===== src/retry_card_map.svh =====
// Register offsets, field positions, reset values and timing counts
`ifndef RETRY_CARD_MAP_SVH
`define RETRY_CARD_MAP_SVH

`define RETRY_STATUS_OFFSET 8'h90
`define CARD_CONTROL_OFFSET 8'h91
`define RETRY_STATUS_RESET 8'hc0
`define CARD_CONTROL_RESET 8'h00
// Retry status fields
`define HOST_RETRY_EN_BIT 7
`define CARD_RETRY_EN_BIT 6
`define CARD_B_EXPIRED_BIT 5
`define CARD_A_EXPIRED_BIT 3
`define HOST_EXPIRED_BIT 1
// Card control fields
`define RING_OUT_EN_BIT 7
`define VIDEO_EN_BIT 6
`define PORT_SELECT_BIT 5
`define AUDIO_MUX_BIT 2
`define SPEAKER_EN_BIT 1
`define IRQ_FLAG_BIT 0
// Retry wait limit in PCI clock cycles, and counter width
`define RETRY_LIMIT_CYCLES 32768
`define RETRY_COUNT_WIDTH 16

`endif


===== src/retry_card_pkg.sv =====
// Types shared by the retry status and card control block
package retry_card_pkg;
	typedef logic [7:0] cfg_byte_type;
	typedef enum logic {func0_type_sel, func1_type_sel} function_type;
	typedef enum {wait_idle, wait_count} retry_state_type;
endpackage : retry_card_pkg


===== src/retry_card_regs.sv =====
// Retry status and card control configuration registers with their routings
`timescale 1ns/10ps
`include "retry_card_map.svh"
// Function
// - Flag expiry after 2^15 cycles when enabled
// - Expired flags stay set until written 1
// - Bit 7 enables host retry counter
// - Bit 6 global card retry enable
// - Bit 5 shows card target B expiry
// - Bit 3 shows card target A expiry
// - Bit 1 shows host target expiry
// - Retry status bits 4,2,0 read zero
// - Global bits single, written via function 0
// - Ring enable gates all ring routings
// - Video enable tri-states socket video pins
// - Port select picks video priority socket
// - Card control bits 4,3 read zero
// - Audio to mux, socket 0 wins
// - Speaker output is XOR of enabled sockets
// - Speaker pin driven only when enabled
// - Per-socket interrupt flag, write 1 clears
module retry_card_regs
(
	input wire logic i_mclk,
	input wire logic i_rstn,
	input wire logic i_cfg_write,
	input wire logic i_cfg_read,
	input wire retry_card_pkg::function_type i_cfg_function,
	input wire logic [7:0] i_cfg_offset,
	input wire retry_card_pkg::cfg_byte_type i_cfg_wdata,
	output retry_card_pkg::cfg_byte_type o_cfg_rdata,
	input wire logic i_host_retried,
	input wire logic i_host_returned,
	input wire logic i_card_a_retried,
	input wire logic i_card_a_returned,
	input wire logic i_card_b_retried,
	input wire logic i_card_b_returned,
	output logic o_host_retry_counter_en,
	output logic o_card_retry_counter_en,
	input wire logic i_ring_indicate,
	input wire logic i_ring_mux_select,
	output logic o_ring_pme_out,
	output logic o_ring_to_multipurpose_pin_2,
	output logic o_ring_to_multipurpose_pin_4,
	output logic o_video_hiz_socket0,
	output logic o_video_hiz_socket1,
	output logic o_video_select_socket0,
	output logic o_video_select_socket1,
	input wire logic i_card_audio_signal0,
	input wire logic i_card_audio_signal1,
	output logic o_audio_pwm_function,
	input wire logic i_card_speaker_signal0,
	input wire logic i_card_speaker_signal1,
	output logic o_speaker_output_pin,
	output logic o_speaker_output_pin_oe,
	input wire logic i_card_irq0,
	input wire logic i_card_irq1
);
	import retry_card_pkg::*;

	////////////////////////////////////////////////////////////////////////
	// Pin synchronisers: three stages, a change counts when stages 2 and 3 agree
	logic [5:0] pin_s1;
	logic [5:0] pin_s2;
	logic [5:0] pin_s3;
	logic [5:0] pin_q;
	wire logic [5:0] pin_raw = {i_card_irq1, i_card_irq0, i_card_speaker_signal1, i_card_speaker_signal0,
		i_card_audio_signal1, i_card_audio_signal0};

	always_ff @(posedge i_mclk)
	begin
		if (!i_rstn)
		begin
			pin_s1 <= 6'h00;
			pin_s2 <= 6'h00;
			pin_s3 <= 6'h00;
		end
		else
		begin
			pin_s1 <= pin_raw;
			pin_s2 <= pin_s1;
			pin_s3 <= pin_s2;
		end
	end

	// Filtered value per pin
	genvar gi;
	generate
		for (gi = 0; gi < 6; gi++)
		begin : g_filt
			always_ff @(posedge i_mclk)
			begin
				if (!i_rstn)
					pin_q[gi] <= 1'b0;
				else if (pin_s2[gi] == pin_s3[gi])
					pin_q[gi] <= pin_s3[gi];
			end
		end
	endgenerate

	wire logic [1:0] audio_q = pin_q[1:0];
	wire logic [1:0] speaker_q = pin_q[3:2];
	wire logic [1:0] irq_q = pin_q[5:4];
	logic [1:0] irq_prev;

	////////////////////////////////////////////////////////////////////////
	// Register storage: global bits single, socket bits per function
	logic host_retry_counter_en; // per function 0 image only
	logic card_retry_counter_en;
	logic card_target_b_expired;
	logic card_target_a_expired;
	logic host_target_expired;
	logic ring_output_enable;
	logic [1:0] zoomed_video_enable;
	logic [1:0] port_select;
	logic [1:0] card_audio_to_mux;
	logic [1:0] speaker_out_enable;
	logic [1:0] card_function_irq_flag;

	// Access decode; global bits take writes only from function 0
	wire logic fn0 = (i_cfg_function == func0_type_sel);
	wire logic fn_idx = (i_cfg_function == func1_type_sel);
	wire logic hit_retry = (i_cfg_offset == `RETRY_STATUS_OFFSET);
	wire logic hit_card = (i_cfg_offset == `CARD_CONTROL_OFFSET);
	wire logic wr_retry = i_cfg_write && hit_retry && fn0;
	wire logic wr_card = i_cfg_write && hit_card;
	wire logic wr_card_global = wr_card && fn0;

	////////////////////////////////////////////////////////////////////////
	// Retry watchdogs: one for the host, one each for card targets A and B
	logic host_expire_pulse;
	logic card_a_expire_pulse;
	logic card_b_expire_pulse;

	retry_watchdog u_host_watch
	(
		.i_mclk(i_mclk),
		.i_rstn(i_rstn),
		.i_enable(host_retry_counter_en),
		.i_retried(i_host_retried),
		.i_returned(i_host_returned),
		.o_expired(host_expire_pulse)
	);

	retry_watchdog u_card_a_watch
	(
		.i_mclk(i_mclk),
		.i_rstn(i_rstn),
		.i_enable(card_retry_counter_en),
		.i_retried(i_card_a_retried),
		.i_returned(i_card_a_returned),
		.o_expired(card_a_expire_pulse)
	);

	retry_watchdog u_card_b_watch
	(
		.i_mclk(i_mclk),
		.i_rstn(i_rstn),
		.i_enable(card_retry_counter_en),
		.i_retried(i_card_b_retried),
		.i_returned(i_card_b_returned),
		.o_expired(card_b_expire_pulse)
	);

	////////////////////////////////////////////////////////////////////////
	// Sticky flag next values: set wins over a clearing write, zero writes ignored
	wire logic next_host_exp = host_expire_pulse ||
		(host_target_expired && !(wr_retry && i_cfg_wdata[`HOST_EXPIRED_BIT]));
	wire logic next_card_a_exp = card_a_expire_pulse ||
		(card_target_a_expired && !(wr_retry && i_cfg_wdata[`CARD_A_EXPIRED_BIT]));
	wire logic next_card_b_exp = card_b_expire_pulse ||
		(card_target_b_expired && !(wr_retry && i_cfg_wdata[`CARD_B_EXPIRED_BIT]));
	wire logic [1:0] irq_rise = irq_q & ~irq_prev;

	// Retry status register
	always_ff @(posedge i_mclk)
	begin
		if (!i_rstn)
		begin
			host_retry_counter_en <= 1'b1;
			card_retry_counter_en <= 1'b1;
			host_target_expired <= 1'b0;
			card_target_a_expired <= 1'b0;
			card_target_b_expired <= 1'b0;
		end
		else
		begin
			if (wr_retry)
			begin
				host_retry_counter_en <= i_cfg_wdata[`HOST_RETRY_EN_BIT];
				card_retry_counter_en <= i_cfg_wdata[`CARD_RETRY_EN_BIT];
			end
			host_target_expired <= next_host_exp;
			card_target_a_expired <= next_card_a_exp;
			card_target_b_expired <= next_card_b_exp;
		end
	end

	// Global ring enable, written through function 0 only, read through both functions
	always_ff @(posedge i_mclk)
	begin
		if (!i_rstn)
			ring_output_enable <= 1'b0;
		else if (wr_card_global)
			ring_output_enable <= i_cfg_wdata[`RING_OUT_EN_BIT];
	end

	// Per-socket card control bits and interrupt flags
	generate
		for (gi = 0; gi < 2; gi++)
		begin : g_sock
			wire logic wr_this = wr_card && (fn_idx == 1'(gi));
			always_ff @(posedge i_mclk)
			begin
				if (!i_rstn)
				begin
					zoomed_video_enable[gi] <= 1'b0;
					port_select[gi] <= 1'b0;
					card_audio_to_mux[gi] <= 1'b0;
					speaker_out_enable[gi] <= 1'b0;
					card_function_irq_flag[gi] <= 1'b0;
					irq_prev[gi] <= 1'b0;
				end
				else
				begin
					irq_prev[gi] <= irq_q[gi];
					if (wr_this)
					begin
						zoomed_video_enable[gi] <= i_cfg_wdata[`VIDEO_EN_BIT];
						port_select[gi] <= i_cfg_wdata[`PORT_SELECT_BIT];
						card_audio_to_mux[gi] <= i_cfg_wdata[`AUDIO_MUX_BIT];
						speaker_out_enable[gi] <= i_cfg_wdata[`SPEAKER_EN_BIT];
					end
					// Rising interrupt sets; set beats a same-cycle clear
					card_function_irq_flag[gi] <= irq_rise[gi] ||
						(card_function_irq_flag[gi] && !(wr_this && i_cfg_wdata[`IRQ_FLAG_BIT]));
				end
			end
		end
	endgenerate

	////////////////////////////////////////////////////////////////////////
	// Read data; reserved bits tie to zero
	wire logic [7:0] retry_view = {host_retry_counter_en, card_retry_counter_en, card_target_b_expired, 1'b0,
		card_target_a_expired, 1'b0, host_target_expired, 1'b0};
	wire logic [7:0] card_view = {ring_output_enable, zoomed_video_enable[fn_idx], port_select[fn_idx], 2'b00,
		card_audio_to_mux[fn_idx], speaker_out_enable[fn_idx], card_function_irq_flag[fn_idx]};
	wire logic [7:0] next_rdata = (hit_retry && fn0) ? retry_view : (hit_card ? card_view : 8'h00);

	always_ff @(posedge i_mclk)
	begin
		if (!i_rstn)
			o_cfg_rdata <= 8'h00;
		else if (i_cfg_read)
			o_cfg_rdata <= next_rdata;
	end

	////////////////////////////////////////////////////////////////////////
	// Routings. Port select is taken from function 0 as a single priority choice.
	wire logic both_video = &zoomed_video_enable;
	wire logic audio_pick = card_audio_to_mux[0] ? audio_q[0] : audio_q[1];
	wire logic [1:0] spk_masked = speaker_q & speaker_out_enable;
	logic next_speaker;

	always_comb
	begin
		next_speaker = ^spk_masked;
	end

	// Outputs registered to keep the pins glitch free
	always_ff @(posedge i_mclk)
	begin
		if (!i_rstn)
		begin
			o_ring_pme_out <= 1'b0;
			o_ring_to_multipurpose_pin_2 <= 1'b0;
			o_ring_to_multipurpose_pin_4 <= 1'b0;
			o_video_hiz_socket0 <= 1'b0;
			o_video_hiz_socket1 <= 1'b0;
			o_video_select_socket0 <= 1'b0;
			o_video_select_socket1 <= 1'b0;
			o_audio_pwm_function <= 1'b0;
			o_speaker_output_pin <= 1'b0;
			o_speaker_output_pin_oe <= 1'b0;
		end
		else
		begin
			o_ring_pme_out <= ring_output_enable && !i_ring_mux_select && i_ring_indicate;
			o_ring_to_multipurpose_pin_2 <= ring_output_enable && i_ring_indicate;
			o_ring_to_multipurpose_pin_4 <= ring_output_enable && i_ring_indicate;
			o_video_hiz_socket0 <= zoomed_video_enable[0];
			o_video_hiz_socket1 <= zoomed_video_enable[1];
			o_video_select_socket0 <= zoomed_video_enable[0] && !(both_video && port_select[0]);
			o_video_select_socket1 <= zoomed_video_enable[1] && !(both_video && !port_select[0]);
			o_audio_pwm_function <= (|card_audio_to_mux) && audio_pick;
			o_speaker_output_pin <= next_speaker;
			o_speaker_output_pin_oe <= |speaker_out_enable;
		end
	end

	assign o_host_retry_counter_en = host_retry_counter_en;
	assign o_card_retry_counter_en = card_retry_counter_en;

	////////////////////////////////////////////////////////////////////////
	// Checks
	a_host_flag_set: assert property (@(posedge i_mclk) disable iff (!i_rstn)
		host_expire_pulse |=> host_target_expired) else $error("host expiry lost");
	a_flag_clear: assert property (@(posedge i_mclk) disable iff (!i_rstn)
		wr_retry && i_cfg_wdata[`HOST_EXPIRED_BIT] && !host_expire_pulse |=> !host_target_expired)
		else $error("host flag not cleared");
	a_flag_hold: assert property (@(posedge i_mclk) disable iff (!i_rstn)
		card_target_a_expired && !(wr_retry && i_cfg_wdata[`CARD_A_EXPIRED_BIT]) |=> card_target_a_expired)
		else $error("card A flag dropped");
	// Checked on the read data itself, so a miswired view is caught too
	a_reserved_zero: assert property (@(posedge i_mclk) disable iff (!i_rstn)
		i_cfg_read |=> (o_cfg_rdata & ($past(hit_retry) ? 8'h15 : 8'h18)) == 8'h00)
		else $error("reserved bit set");
	a_speaker_oe: assert property (@(posedge i_mclk) disable iff (!i_rstn)
		##1 o_speaker_output_pin_oe == |$past(speaker_out_enable)) else $error("speaker enable wrong");
	a_speaker_xor: assert property (@(posedge i_mclk) disable iff (!i_rstn)
		##1 o_speaker_output_pin == ^$past(spk_masked)) else $error("speaker data wrong");
	a_ring_block: assert property (@(posedge i_mclk) disable iff (!i_rstn)
		!ring_output_enable |=> !o_ring_pme_out && !o_ring_to_multipurpose_pin_2 && !o_ring_to_multipurpose_pin_4)
		else $error("ring leaked");
	a_irq_set_wins: assert property (@(posedge i_mclk) disable iff (!i_rstn)
		irq_rise[0] |=> card_function_irq_flag[0]) else $error("interrupt flag lost");
	a_retry_fn1_ro: assert property (@(posedge i_mclk) disable iff (!i_rstn)
		i_cfg_write && hit_retry && !fn0 |=> $stable(host_retry_counter_en)) else $error("function 1 wrote");
endmodule : retry_card_regs


===== src/retry_watchdog.sv =====
// One retry timeout watchdog: counts while a retried master is away
`timescale 1ns/10ps
`include "retry_card_map.svh"
module retry_watchdog
(
	input wire logic i_mclk,
	input wire logic i_rstn,
	input wire logic i_enable,
	input wire logic i_retried,
	input wire logic i_returned,
	output logic o_expired
);
	import retry_card_pkg::*;

	retry_state_type state;
	retry_state_type next_state;
	logic [`RETRY_COUNT_WIDTH-1:0] count;
	logic [`RETRY_COUNT_WIDTH-1:0] next_count;
	logic next_expired;
	wire logic at_limit = (count == `RETRY_COUNT_WIDTH'(`RETRY_LIMIT_CYCLES - 1));

	// Next state; a disabled counter forgets any pending wait
	always_comb
	begin
		next_state = state;
		next_count = count;
		next_expired = 1'b0;
		case (state)
			wait_idle:
			begin
				next_count = '0;
				if (i_enable && i_retried)
					next_state = wait_count;
			end
			wait_count:
			begin
				next_count = count + 1'b1;
				if (!i_enable || i_returned)
					next_state = wait_idle;
				else if (at_limit)
				begin
					next_expired = 1'b1;
					next_state = wait_idle;
				end
			end
			default:
				next_state = wait_idle;
		endcase
	end

	always_ff @(posedge i_mclk)
	begin
		if (!i_rstn)
		begin
			state <= wait_idle;
			count <= '0;
			o_expired <= 1'b0;
		end
		else
		begin
			state <= next_state;
			count <= next_count;
			o_expired <= next_expired;
		end
	end
endmodule : retry_watchdog


===== config.mk =====
export PLATFORM = sky130hd
export DESIGN_NAME = retry_card_regs
export DESIGN_NICKNAME = d
export VERILOG_FILES = /design/src/retry_card_pkg.sv /design/src/retry_card_regs.sv /design/src/retry_watchdog.sv
export VERILOG_INCLUDE_DIRS = /design/src /design/src/src
export SDC_FILE = /design/constraint.sdc
export NUM_CORES = 1
export LEC_CHECK = 0
export BUFFER_PORTS_ARGS = -buffer_cell sky130_fd_sc_hd__clkbuf_2
export CORE_MARGIN = 4
export CORE_UTILIZATION = 45
export CTS_CLUSTER_DIAMETER = 40
export CTS_CLUSTER_SIZE = 14
export DETAILED_ROUTE_END_ITERATION = 8
export GPL_TIMING_DRIVEN = 0
export PLACE_DENSITY_LB_ADDON = 0.25
export SYNTH_ARGS = -nofsm -noshare
export SYNTH_HDL_FRONTEND = slang
export SYNTH_SLANG_ARGS = --single-unit

===== constraint.sdc =====
create_clock -name i_mclk -period 1.65 [get_ports i_mclk]
set_input_delay 0.2475 -clock i_mclk [delete_from_list [all_inputs] [get_ports i_mclk]]
set_output_delay 0.2475 -clock i_mclk [all_outputs]
set_load 0.02 [all_outputs]

* Word level (Yosys, flattened, before mapping)
Cells that the tools add are included.
** Word-level totals
- Output and inout port bits :: 20
- Flip-flop bits (word level) :: 206
- Input bits :: 35
** Operators by class
- Mux-type cells :: 31
- Add/subtract/negate cells :: 3
- Reduce and logical (&&, ||, !) cells :: 62
- Bitwise operators :: 8
- $lt $le $gt $ge :: 1
- Equality and inequality tests :: 20
** Operator list (count)
- 32-bit two-way mux :: 9
- 32-bit one-hot mux with 2 select lines :: 3
- 32-bit by 1-bit == test with 1-bit output, second input constant :: 3
- 32-bit zero test :: 3
- 16-bit one-hot mux with 2 select lines :: 3
- 16-bit by 1-bit adder with 16-bit output, second input constant :: 3
- 16-bit by 15-bit == test with 1-bit output, second input constant :: 3
- 1-bit logical AND :: 27
- 8-bit == test, second input constant :: 2
- 8-bit two-way mux :: 2
- 1-bit two-way mux :: 14
- 1-bit zero test :: 11
- 3-bit by 1-bit != test with 1-bit output, second input constant :: 3
- 3-bit OR reduction :: 3
- 1-bit logical OR :: 8
- 2-bit AND reduction :: 4
- 1-bit == test :: 6
- 2-bit by 1-bit != test with 1-bit output, second input constant :: 3
- 2-bit nonzero test :: 3
- 1-bit inverter :: 5
- 2-bit AND :: 2
- 2-bit OR reduction :: 2
- 1-bit by 2-bit < comparator with 1-bit output, second input constant :: 1
- 2-bit inverter :: 1
- 2-bit XOR reduction :: 1

* Longest topological paths before layout
- Word-level depth :: 7
- Gate-level depth with buffers :: 6
- Depth with buffers taken out :: 5

* Cells and area by module
A second synthesis with hierarchy kept.
** Unflattened totals
- Cells, all modules :: 482
- Area, all modules :: 4614.4 µm²
** By module, submodules not included
- retry_card_regs :: seq. area each 1161.1 µm², times used 1, cells each 210, area an instance 2160.8 µm²
- retry_watchdog at u_card_a_watch ... :: seq. area each 360.3 µm², times used 2, cells each 90, area an instance 813.3 µm²
- retry_watchdog at u_host_watch :: seq. area each 360.3 µm², times used 1, cells each 92, area an instance 827.0 µm²

* Worst setup path after synthesis
Ideal clock, no wire load.
- Kind :: register -> register
- Start point :: reg u_card_a_watch.count[7]
- End point :: reg u_card_a_watch.count[15]
- Clock period less this slack :: 1.489 ns
- Arrival :: 1.419 ns
- Setup time :: 0.070 ns
- Path buffers :: 0
- Slack :: 0.161 ns
- Cell stages (with the launch flop) :: 5
- Cell sequence :: dfxtp_1 nand4_2 or2_4 or4_1 a21oi_1
** On the way
- Longest elaborated chain between the ends :: 2
** RTL lines
- start: declaration :: line retry_watchdog.sv:17 : logic [`RETRY_COUNT_WIDTH-1:0] count;
- start signal: assignment :: line retry_watchdog.sv:62 : count <= next_count;
- 16-bit by 1-bit adder with 16-bit output :: line retry_watchdog.sv:37 : next_count = count + 1'b1;
- 16-bit one-hot mux with 2 select lines :: line retry_watchdog.sv:28 : case (state)
Every way passes these cells.
A chain may end at the register's enable or synchronous reset.

* Worst setup path after layout
Same ends and word-level chain as after synthesis.

==> impl_results.md <==
* Net Switching at around 1100 uW
* Wire length per cell at 13.7 um
* Count leader, synth: dfxtp_1
* Clock power frac at 0.364
* Largest family of logic cells by synthesized area: simple AND/OR/NAND/NOR gates
* Synth cell count leaders: 112 x dfxtp_1, 44 x nand2_1, 38 x nor2_1, 29 x nand3_1, 29 x o21ai_0
* Clock sink count at approximately 110
* I/O pin total at 55
* Seq/Total Area, Yosys at 0.524
* FMAX at between 600 and 700 MHz
* Seq cells post-synth at between 100 and 150
* Gr ovfl total at 0
* Leakage power at 0.00181 uW
* Syn-to-layout area delta at 15.5%
* Max incr delay on CP at around 490 ps
* Mapped Area at around 0.0043 mm2
* Synth Area in Compound Gates at 0.0772
* Chip Width at 106 um
* Max cap viols at 0
* First-pass GRT wire length at around 15000 um
* Clock Path Buffers at 2
* Setup WS post-layout at ~78 ps
* Critical path buffers and inverters at 0
* Mapped Avg Cell Area at between 9 and 10 um2
* Distinct cells, synth at 42
* Initial DRC count at 158
* Worst R2R Setup Slack at slightly below 80 ps
* Critical Path RT at 1940 ps
* Design area at between 0.004 and 0.005 mm2
* Arr. time, crit path at roughly 1900 ps
* Cell taking the most area after synthesis: dfxtp_1
* Vias per inst at about 5.2
* Post-synth EDFFs at 0
* Root Driver: clkbuf_8
* CP Class: register to register
* Gr usage total at 0.164
* Setup TNS at 0 ps
* Final WL at roughly 9000 um
* First drt pass iteration count at 4
* Worst skew pair latency at between 300 and 400 ps
* CP Cell Sequence: nand4_2 > or2_4 > or4_1 > a21oi_1
* Worst path top cell family by delay: simple AND/OR/NAND/NOR gates
* Final Power at ~4600 uW
* Initial antenna violation count at 0
* Critical path fanouts, max at 5
* Vias at 3395
* Sequential power share at 0.600
* Status: complete, no violations
* CTS tree: built
* Starting Density at 0.463
* Syn nets at 500
* Die H at ~110 um
* Post-Synth XOR/XNOR Area at 0.0737
* Final #Nets at 562
* Logic gate share of total power at 0.037
* Ranking of synthesized cells by area: dfxtp_1 52%, xor2_1 4.1%, nand2_1 3.9%
* Synth Flop Type: dfxtp_1
* Async SR Flop Fraction at 0
* Post-DP HPWL at between 6000 and 7000 um
* Vias in the first global route at 3276
* Top-area cell type share of the netlist area at 0.524
* CTS clk-pin slew, worst paths at approximately 100 ps
* Final setup skew at roughly 9.9 ps
* Yosys warnings at 0
* Placed cell areas at 0.00469 mm2
* Die area at between 0.01 and 0.015 mm2
* Maximum vdd drop at between 300 and 400 uV
* Final Hold Fails at 0
* HP Class: primary input to register
* CTS H-tree depth at 3
* Port bufs at 50
* Sw frac at 0.232
* Synth Instances at between 400 and 500
* Setup violations, final at 0
* Placer Congestion at approximately 0.8
* Critical path's slowest cell: or4_1
* Final Max Tran Viols at 0
* Tmin final at about 1600 ps
* Worst slack, placed at -283 ps
* Post-layout util at 0.535
* Pwr/cell area at between 900 and 1000 mW/mm2
* Row count at 35
* Final Cycle Share at 0.953
* # hold bufs at CTS at 0
* Routed Antenna Nets at 0
* Inserted Clock Buffers at 9
* Simple-gate area share of the yosys netlist at 0.273
* Internal cell power at approximately 3500 uW
* Nature of the critical path endpoint: register
* Pin count of the biggest net entering global routing at 20
* DRC Markers at 0
* Synth Area in Adders at 0.00877
* Core area at around 0.009 mm2
* Startpoint types: register
* Mux cell area share after synthesis at 0.0123
* N_diodes at 0
* Layout cells sized above 1 at 0.174
## sequential cells by signal, summed over array words and instances (netlist names), 6 cells and up
| signal | cells |
|---|---|
| u_card_b_watch.count | 16 |
| pin_s3 | 6 |
| u_host_watch.count | 16 |
| o_cfg_rdata | 7 |
| u_card_a_watch.count | 16 |
| pin_s1 | 6 |
| pin_s2 | 6 |
## worst paths after layout
| kind | startpoint | to | depth (start not counted) |
|---|---|---|---|
| setup / recovery | u_card_a_watch.count[7] | u_card_a_watch.count[15] | 4 |
| hold / removal | i_ring_mux_select | o_ring_pme_out | 2 |
| setup reg to reg | u_card_a_watch.count[7] | u_card_a_watch.count[15] | 4 |
| hold reg to reg | irq_prev[0] | card_function_irq_flag[0] | 1 |
## layer usage
layer | routed length (um) | GRT usage
met1 | 4280 | 0.212
met2 | 4270 | 0.274
met3 | 284 | 0.0288
met4 | 152 | 0.0629
met5 | 0 | 0
## per-stage QoR
stage          cells  hold WS, ps
2_1_floorplan    462          319
3_5_place_dp     641          411
6_report         657         27.8
3_3_place_gp     641          412
4_1_cts          656         14.2
5_1_grt          657         28.8
## power by group through the flow
| stage | Sequential, uW | Combinational, uW | Clock [uW] |
|---|---|---|---|
| floorplan | 2810 | 88.5 | 0 |
| global placement | 2810 | 166 | 0 |
| detailed placement | 2810 | 170 | 0 |
| CTS | 2750 | 170 | 1710 |
| global route | 2760 | 190 | 1810 |
| finish | 2750 | 169 | 1670 |
## what timing repair did
item                       CTS  global route
setup endpoints to repair    0            13
buffers inserted             0             2
resized for setup            0            15
## area by class of cell
type	count	area, um2
Clock buffer	9	124
Sequential cell	112	2250
Inverter	12	45.0
Tap cell	129	161
Fill cell	872	4300
Timing Repair Buffer	52	265
Buffer	19	82.6
Multi-Input combinational cell	318	1940
Clock inverter	6	75.1
## cells in the final DEF, fill, tap and decap left out, drive strengths merged, types with 9 or more instances in the layout
cell / netlist / final
dfxtp: 112 / 112
clkbuf: 16 / 74
nand2: 44 / 44
nor2: 38 / 38
nand3: 30 / 30
o21ai: 29 / 29
and2: 26 / 26
xor2: 20 / 20
nand4: 19 / 19
xnor2: 16 / 16
inv: 12 / 16
a21boi: 10 / 10
and3: 9 / 9
nor4: 9 / 9
## cell families (layout without fill, tap and decap cells)
| logic type | after synthesis | in the layout |
|---|---|---|
| xor+xnor | 36 | 36 |
| other cells | 1 | 1 |
| fa+ha+maj | 3 | 3 |
| flops | 112 | 112 |
| mux | 5 | 5 |
| simple gates | 216 | 216 |
| compound gates | 57 | 57 |
| buf+inv | 32 | 98 |
Note: power is estimated with default switching activity, not from simulation.
